==> src/hdl/alu_cfg.svh <==
`ifndef ALU_CFG_SVH
`define ALU_CFG_SVH

// ---------------------------------------------------------------------------
// word and register file shape
// ---------------------------------------------------------------------------
`define ALU_WORD_W   8
`define ALU_NREG     16
`define ALU_IDX_W    4
`define ALU_AC_IDX   4'hF
`define ALU_T_IDX    4'hE
`define ALU_ZERO     8'h00
`define ALU_ONES     8'hFF

// ---------------------------------------------------------------------------
// function group codes
// ---------------------------------------------------------------------------
`define ALU_FG_DEC   3'h2
`define ALU_FG_AND   3'h5
`define ALU_FG_OR    3'h6
`define ALU_FG_XNOR  3'h7

`endif

==> src/hdl/alu_pkg.sv <==
`include "alu_cfg.svh"

package alu_pkg;

  // register group selection
  typedef enum logic [1:0] {
    ALU_RG_NONE = 2'b00,
    ALU_RG_SCR  = 2'b01,
    ALU_RG_MEM  = 2'b10,
    ALU_RG_INP  = 2'b11
  } alu_rgrp_t;

  // one micro-operation from the control unit
  typedef struct packed {
    logic [2:0]              fgrp;
    alu_rgrp_t               rgrp;
    logic [`ALU_IDX_W-1:0]   rn;
    logic                    at_sel;
  } alu_req_t;

  // data buses
  typedef struct packed {
    logic [`ALU_WORD_W-1:0]  k;
    logic [`ALU_WORD_W-1:0]  m;
    logic [`ALU_WORD_W-1:0]  i;
  } alu_bus_t;

endpackage : alu_pkg

==> src/hdl/alu_slice.sv <==
`timescale 1ns/100ps
// What this block does
// - group 5 memory: mask AND into register
// - zero mask clears target, carry passes
// - all-ones mask loads memory bus, tests nonzero
// - group 6 scratch: OR masked working register
// - group 6 scratch zero mask is null operation
// - all-ones mask ORs working register in
// - group 6 memory: bus OR masked working
// - zero mask loads memory bus plain
// - all-ones mask ORs memory with working
// - group 6 input: OR masked input bus
// - all-ones mask ORs input, tests input
// - group 7 scratch: XNOR masked working
// - zero mask inverts scratch register
// - all-ones XNOR, carry on their AND
// - group 7 memory: XNOR masked working
// - zero mask loads inverted memory bus
// - all-ones XNOR memory, carry on AND
// - group 7 input: XNOR masked input
// - zero mask inverts AC or T target
// - all-ones XNOR input, carry on AND
// - two's complement; minus one adds ones
// - scratch selection also reaches T, AC

module alu_slice (
  input  wire logic                   clk,
  input  wire logic                   resetn,
  input  wire logic                   clk_en,
  input  wire alu_pkg::alu_req_t      req,
  input  wire alu_pkg::alu_bus_t      bus,
  input  wire logic                   carry_input,
  output logic                        carry_output,
  output logic [`ALU_WORD_W-1:0]      main_working_register,
  output logic [`ALU_WORD_W-1:0]      result_ff_out
);
  import alu_pkg::*;

  // -------------------------------------------------------------------------
  // state
  // -------------------------------------------------------------------------
  logic [`ALU_WORD_W-1:0] reg_ff [`ALU_NREG];
  logic                   carry_ff;
  logic [`ALU_WORD_W-1:0] result_ff;
  logic [`ALU_IDX_W-1:0]  last_tgt_ff;

  // two's complement add with carry in, carry out on top bit
  function automatic logic [`ALU_WORD_W:0] add_tc(
    input logic [`ALU_WORD_W-1:0] a,
    input logic [`ALU_WORD_W-1:0] b,
    input logic                   c
  );
    add_tc = {1'b0, a} + {1'b0, b} + {{`ALU_WORD_W{1'b0}}, c};
  endfunction : add_tc

  // -------------------------------------------------------------------------
  // operand selection
  // -------------------------------------------------------------------------
  wire                    is_scr   = (req.rgrp == ALU_RG_SCR);
  wire                    is_mem   = (req.rgrp == ALU_RG_MEM);
  wire                    is_inp   = (req.rgrp == ALU_RG_INP);
  wire [`ALU_IDX_W-1:0]   at_idx   = req.at_sel ? `ALU_T_IDX : `ALU_AC_IDX;
  // scratch index spans general registers plus T and AC
  wire [`ALU_IDX_W-1:0]   tgt_idx  = is_scr ? req.rn : at_idx;
  wire [`ALU_WORD_W-1:0]  ac_val   = reg_ff[`ALU_AC_IDX];
  wire [`ALU_WORD_W-1:0]  tgt_val  = reg_ff[tgt_idx];
  // first operand: register, memory bus, or AC/T
  wire [`ALU_WORD_W-1:0]  opa      = is_mem ? bus.m : tgt_val;
  // masked second operand: input under input selection, else AC
  wire [`ALU_WORD_W-1:0]  opb      = is_inp ? (bus.i & bus.k)
                                            : (ac_val & bus.k);

  // -------------------------------------------------------------------------
  // per-group results and carry
  // -------------------------------------------------------------------------
  wire [`ALU_WORD_W-1:0]  and_res  = opa & bus.k;
  wire [`ALU_WORD_W-1:0]  or_res   = opa | opb;
  wire [`ALU_WORD_W-1:0]  xnor_res = ~(opa ^ opb);
  wire [`ALU_WORD_W:0]    dec_sum  = add_tc(opb, `ALU_ONES,
                                            carry_input);
  wire                    and_co   = carry_input | (|and_res);
  wire                    or_co    = carry_input | (|opb);
  // register or bus AND masked operand, ORed wordwise into the carry
  wire                    xnor_co  = carry_input | (|(opa & opb));

  wire                    valid    = (req.rgrp != ALU_RG_NONE);
  wire                    g_and    = valid & (req.fgrp == `ALU_FG_AND);
  wire                    g_or     = valid & (req.fgrp == `ALU_FG_OR);
  wire                    g_xnor   = valid & (req.fgrp == `ALU_FG_XNOR);
  wire                    g_dec    = valid & (req.fgrp == `ALU_FG_DEC);
  wire                    do_write = g_and | g_or | g_xnor | g_dec;

  wire [`ALU_WORD_W-1:0]  nxt_res  = g_and  ? and_res  :
                                     g_or   ? or_res   :
                                     g_xnor ? xnor_res :
                                     dec_sum[`ALU_WORD_W-1:0];
  // other groups pass carry straight through
  wire                    nxt_co   = g_and  ? and_co  :
                                     g_or   ? or_co   :
                                     g_xnor ? xnor_co :
                                     g_dec  ? dec_sum[`ALU_WORD_W] :
                                     carry_input;

  // -------------------------------------------------------------------------
  // register file and carry flop
  // -------------------------------------------------------------------------
  always_ff @(posedge clk or negedge resetn) begin
    if (!resetn) begin
      for (int j = 0; j < `ALU_NREG; j++) begin
        reg_ff[j] <= `ALU_ZERO;
      end
    end else if (clk_en && do_write) begin
      reg_ff[tgt_idx] <= nxt_res;
    end
  end

  // carry, result copy and last target
  always_ff @(posedge clk or negedge resetn) begin
    if (!resetn) begin
      carry_ff    <= 1'b0;
      result_ff   <= `ALU_ZERO;
      last_tgt_ff <= `ALU_AC_IDX;
    end else if (clk_en) begin
      carry_ff    <= nxt_co;
      result_ff   <= do_write ? nxt_res : tgt_val;
      last_tgt_ff <= tgt_idx;
    end
  end

  assign carry_output          = carry_ff;
  assign main_working_register = reg_ff[`ALU_AC_IDX];
  assign result_ff_out         = result_ff;
endmodule : alu_slice

==> config.mk <==
export PLATFORM = sky130hd
export DESIGN_NAME = alu_slice
export DESIGN_NICKNAME = d
export VERILOG_FILES = /design/src/hdl/alu_pkg.sv /design/src/hdl/alu_slice.sv
export VERILOG_INCLUDE_DIRS = /design/src /design/src/hdl
export SDC_FILE = /design/constraint.sdc
export NUM_CORES = 1
export LEC_CHECK = 0
export BUFFER_PORTS_ARGS = -buffer_cell sky130_fd_sc_hd__buf_2
export CAP_MARGIN = 10
export CORE_UTILIZATION = 55
export DETAILED_ROUTE_END_ITERATION = 8
export HOLD_SLACK_MARGIN = 0.06
export MAX_ROUTING_LAYER = met4
export PLACE_DENSITY = 0.76
export SLEW_MARGIN = 15
export SYNTH_ARGS = -nofsm -noshare
export SYNTH_HDL_FRONTEND = slang
export SYNTH_SLANG_ARGS = --single-unit
==> constraint.sdc <==
create_clock -name clk -period 2.9 [get_ports clk]
set_input_delay 0.435 -clock clk [delete_from_list [all_inputs] [get_ports clk]]
set_output_delay 0.435 -clock clk [all_outputs]
set_load 0.01 [all_outputs]
== Word-level counts from Yosys, hierarchy flattened ==
Cells that the tools add are included.

* Input port bits: 38
* Register bits: 137

* Magnitude comparators: 2
* Mux-type cells: 18
* Eq/ne operators: 7
* Reduce and logical (&&, ||, !) cells: 6
* $add $sub $neg: 2
* Bitwise operators: 18

{| class="wikitable"
|+ Operators with widths
! kind !! count
|-
| 128-bit bitwise mux || 1
|-
| 8-bit two-way mux || 9
|-
| 8-bit bitwise AND || 4
|-
| 8-bit binary-select mux with 4-bit select || 1
|-
| 8-bit demux with 4-bit select || 1
|-
| 8-bit OR reduction || 3
|-
| 8-bit by 8-bit adder with 9-bit output (second input constant) || 1
|-
| 9-bit by 1-bit adder with 9-bit output || 1
|-
| 3-bit == test (second input constant) || 3
|-
| 8-bit NOT || 1
|-
| 8-bit bitwise OR || 1
|-
| 8-bit bitwise XOR || 1
|-
| 1-bit bitwise OR || 6
|-
| 5-bit >= comparator (second input constant) || 1
|-
| 5-bit by 1-bit < comparator with 1-bit output (second input constant) || 1
|-
| 1-bit two-way mux || 5
|-
| 4-bit NOT with 5-bit output || 1
|-
| 1-bit bitwise AND || 4
|-
| 2-bit == test (second input constant) || 2
|-
| 4-bit two-way mux || 1
|-
| 3-bit by 2-bit == test with 1-bit output (second input constant) || 1
|-
| 2-bit by 1-bit == test with 1-bit output (second input constant) || 1
|-
| 1-bit logical AND || 2
|-
| 2-bit nonzero test || 1
|}

== Depth between registers and ports, before layout ==
* Depth in word-level cells: 13
* Mapped depth: 18
* Gate-level depth less buffers: 13

== Worst setup path before layout ==
OpenSTA, ideal clock, no wires.

* Path kind: input to register
* Start: input port req[3] in the netlist's numbering
* End: register reg_ff (netlist bit main_working_register[5])
* Cell stages on the path: 14
* Data required time: 2.775 ns
* Setup slack: -0.271 ns
* Buffers on the path: 3
* Arrival: 3.046 ns
* Cells stage by stage: buf_2 or4b_1 buf_2 o22a_1 o32ai_1 nor3_2 mux2i_4 inv_1 ha_1 o22ai_1 o31ai_2 o31ai_4 buf_2 mux2_2

* Longest elaborated chain between the ends: 12

{| class="wikitable"
|+ Ends and longest elaborated chain
! what !! line !! text
|-
| start, declared || alu_slice.sv:30 || <nowiki>input wire alu_pkg::alu_req_t req,</nowiki>
|-
| 4-bit two-way mux * || alu_slice.sv:64 || <nowiki>wire [`ALU_IDX_W-1:0] tgt_idx = is_scr ? req.rn : at_idx;</nowiki>
|-
| 4-bit NOT with 5-bit output (not written as such) * || alu_slice.sv:66, alu_slice.sv:113 ||
|-
| 8-bit binary-select mux with 4-bit select || alu_slice.sv:66 || <nowiki>wire [`ALU_WORD_W-1:0] tgt_val = reg_ff[tgt_idx];</nowiki>
|-
| 8-bit two-way mux (not written as such) (2 in series) || alu_slice.sv:66 ||
|-
| 8-bit two-way mux || alu_slice.sv:68 || <nowiki>wire [`ALU_WORD_W-1:0] opa = is_mem ? bus.m : tgt_val;</nowiki>
|-
| 8-bit bitwise XOR || alu_slice.sv:78 || <nowiki>wire [`ALU_WORD_W-1:0] xnor_res = ~(opa ^ opb);</nowiki>
|-
| 8-bit NOT || alu_slice.sv:78 ||
|-
| 8-bit two-way mux || alu_slice.sv:95 || <nowiki>g_xnor ? xnor_res :</nowiki>
|-
| 8-bit two-way mux || alu_slice.sv:94 || <nowiki>g_or ? or_res :</nowiki>
|-
| 8-bit two-way mux || alu_slice.sv:93 || <nowiki>wire [`ALU_WORD_W-1:0] nxt_res = g_and ? and_res :</nowiki>
|-
| 128-bit bitwise mux * || alu_slice.sv:113 || <nowiki>reg_ff[tgt_idx] <= nxt_res;</nowiki>
|-
| end signal, assigned by index || alu_slice.sv:110 || <nowiki>reg_ff[j] <= `ALU_ZERO;</nowiki>
|-
| end signal, assigned by index || alu_slice.sv:113 ||
|-
| end, declared || alu_slice.sv:42 || <nowiki>logic [`ALU_WORD_W-1:0] reg_ff [`ALU_NREG];</nowiki>
|}

Every way passes the cells marked *; elsewhere a longest branch is shown, timed or not. The select of a mux whose other input is x is not followed.
A chain may end at the register's enable or synchronous reset.

== Worst setup path in the final report ==
* Start: input port req[1] in the netlist's numbering
* End: register reg_ff[61] in the netlist's numbering

The elaborated chain is that of the path after synthesis.

==> run summary <==
Syn Nets: 815
Global route overflow: 0
Worst-path fanout max: 8
Pwr Total: 0.00709 W
Die area: 15,400 um2
Hold path startpoint: req[8]
CTS Buf Count: 17
P&R area growth vs syn: 34.8%
Leak Pwr: 5.20 nW
Synth top area share: 41.9%
Via-per-instance ratio: 6.37
Compound-Gate Fraction of Synth Area: 15.7%
WL per Instance: 25.2 um
Post-route ant nets: 0
Gr usage total: 37.8%
RSZ-0062 raised after global routing: yes
Syn Inst Count: 759
Peak VDD IR: 0.606 mV
Worst Path Arrival: 3240 ps
DRT Pass-1 Iters: 5
R2r startpoint: reg_ff[21]$_DFFE_PN0P_
Post-synthesis adder-cell area fraction: 2.75%
Worst setup margin: -30.9 ps
Starting Density: 56.3%
First-pass GRT wire length: 40.7 mm
Slew margin rel.: 34.5%
Post-synth top flop: dfrtp_1
Failing checks: setup timing
Ant diodes: 0
Synth async-reset ratio: 100%
Crit path from: req[1]
Sink Count: 137
Number of global-route vias before repair: 7,031
Ranking of synthesized cells by area: dfrtp_1 (42%), mux2_2 (11%), mux2i_1 (4.9%)
Reg-to-reg slack, setup: 10 ps
Setup violators final: 19
Root buffer cell: clkbuf_16
Crit-path max cell delay: 330 ps
Crit path capture type: register
Largest family of logic cells by synthesized area: multiplexers
Clock Path Buffers: 2
PD cells: 643 nW/um2
Slowest stage cell, crit path: mux2_4
Setup TNS: -240 ps
Synth Area in Simple Gates: 13.2%
Yosys reg bits: 137
Clk_lat worst skew: 430 ps
DRT Wirelength: 28.5 mm
CTS tree: done
Crit-path cells: buf_4 > buf_6 > nand2_1 > mux2_4 > buf_6 > o32ai_4 > nor3_4 > mux2i_4 > inv_2 > ha_4 > o22ai_2 > o31ai_4 > buf_6 > o31ai_4 > mux2_4
CP dominant cell by count: buf_6
Sequential share of the synthesized area: 41.9%
Core ar.: 14,500 um2
Number of fillers in the final layout: 973
Clock-pin slew on the worst setup and hold paths: 60 ps
Multiplexer area fraction after synthesis: 19.4%
Synth Area in XOR/XNOR: 0.321%
Commonest cells post-synth: dfrtp_1 (137), nor2_1 (81), mux2_2 (79)
EDFF count, synth: 0
Leading area contributor after synthesis: dfrtp_1
I/O Buffers: 54
DRC: 0
DRT iter0 DRCs: 808
H-tree depth: 4
Post-Syn Area: 8180 um2
Final min period: 2930 ps
Layout cells sized above 1: 47.1%
Fin nets: 987
Via count: 7,186
Synth warn: 0
Die width: 124 um
HPWL after DPL: 18.9 mm
Ports: 55
Tcrit/Tclk final: 101%
Syn avg cell area: 10.8 um2
Tightest Pin Transition: 982 ps
Initial antenna violation count: 0
Skew final: 12.2 ps
Worst min path class: in2reg
Worst EP required: 3210 ps
Design Area, Final: 11,000 um2
Count leader, synth: dfrtp_1
Fmax: 341 MHz
Final hold vios: 0
Critical path type: in2reg
Status: finished, violations left
RePlAce Congestion: 0.936
Placed cell area: 9510 um2
Num rows: 44
Final Slew Violations: 0
Max-Cap Viols: 0
Largest net degree at the start of global routing: 64
Die height: 124 um
Post-synthesis cell type count: 85
Startpoint Class: primary input
metal layers:
layer | GRT usage (%) | wire (um)
met5 | - | 0
met3 | 7.83 | 2260
met4 | 14.1 | 1290
met1 | 48.6 | 11700
met2 | 59.2 | 13200
where the power goes:
part / switching [W] / total, W / leakage, nW / internal (W)
logic: 0.00135 / 0.00252 / 3.10 / 0.00117
registers: 0.000204 / 0.00240 / 1.83 / 0.00220
clock network: 0.000885 / 0.00216 / 0.273 / 0.00128
total: 0.00244 / 0.00709 / 5.20 / 0.00464
final timing paths:
| check | depth (start not counted) | to |
|---|---|---|
| max | 15 | reg_ff[61]$_DFFE_PN0P_ |
| min | 4 | carry_output$_DFFE_PN0P_ |
| max reg2reg | 12 | reg_ff[61]$_DFFE_PN0P_ |
| min reg2reg | 1 | result_ff_out[1]$_DFFE_PN0P_ |
| max in group asynchronous | 3 | reg_ff[124]$_DFFE_PN0P_ |
| min in group asynchronous | 2 | carry_output$_DFFE_PN0P_ |
registers in the layout, summed over array words and instances (netlist names):
register               flops
reg_ff                   120
main_working_register      8
result_ff_out              8
carry_output               1
repair_timing:
item	in CTS	in global routing
hold buffers	1	0
gates resized for setup	32	93
setup endpoints to repair	73	137
endpoints found under the hold margin	50	0
pin swaps	9	39
setup buffers	10	18
gates cloned	3	5
area by class of cell:
| type | instances | area [um2] | share of cell area, % |
|---|---|---|---|
| multi-input cells | 532 | 4940 | 44.8 |
| repair buffers | 215 | 1740 | 15.8 |
| inverters | 28 | 105 | 0.953 |
| well taps | 184 | 230 | 2.09 |
| flip-flops and latches | 137 | 3430 | 31.1 |
| clock inverters | 12 | 143 | 1.29 |
| clock buffers | 20 | 437 | 3.96 |
placed cells by master, fill, tap and decap left out, drive strengths merged, types with 4 or more instances in the layout:
| cell | instances |
|---|---|
| and3 | 10 |
| clkbuf | 23 |
| ha | 18 |
| buf | 211 |
| nand2b | 6 |
| clkinv | 4 |
| nor3 | 10 |
| nor2 | 83 |
| mux4 | 8 |
| o211ai | 5 |
| a211oi | 9 |
| a21boi | 7 |
| mux2i | 42 |
| a21oi | 67 |
| nor4bb | 4 |
| and2 | 5 |
| o41ai | 4 |
| nand3 | 13 |
| a22oi | 5 |
| nand4 | 8 |
| mux2 | 86 |
| o32ai | 4 |
| or3b | 4 |
| o221ai | 5 |
| o21ai | 20 |
| a31oi | 5 |
| o31ai | 8 |
| nor2b | 4 |
| nand2 | 35 |
| dfrtp | 137 |
| inv | 31 |
| o22ai | 10 |
logic make-up after synthesis:
kind of cell,Yosys count
AOI/OAI and AO/OA,165
xor gates and xnor gates,3
adders and majority gates,18
buffers and inverters,96
DFF,137
muxes,136
and+or+nand+nor,204
worst max-delay path, delay by kind of cell:
| family | cells | cell delay [ps] |
|---|---|---|
| AO/OA/AOI/OAI | 4 | 820 |
| adder cells (fa/ha/maj) | 1 | 260 |
| buffers and inverters | 5 | 720 |
| multiplexers | 3 | 810 |
| AND/OR/NAND/NOR | 2 | 180 |
metrics by stage:
stage	util, %	cells	setup slack (ps)	hold WS [ps]
2_1_floorplan	-	759	-198	139
3_3_place_gp	65.4	1063	-468	419
3_5_place_dp	65.4	1063	-533	422
4_1_cts	71.3	1109	2.23	417
5_1_grt	75.9	1128	-59.4	469
6_report	75.9	1128	-30.9	446
No activity file was read; power rests on OpenSTA's default activity.
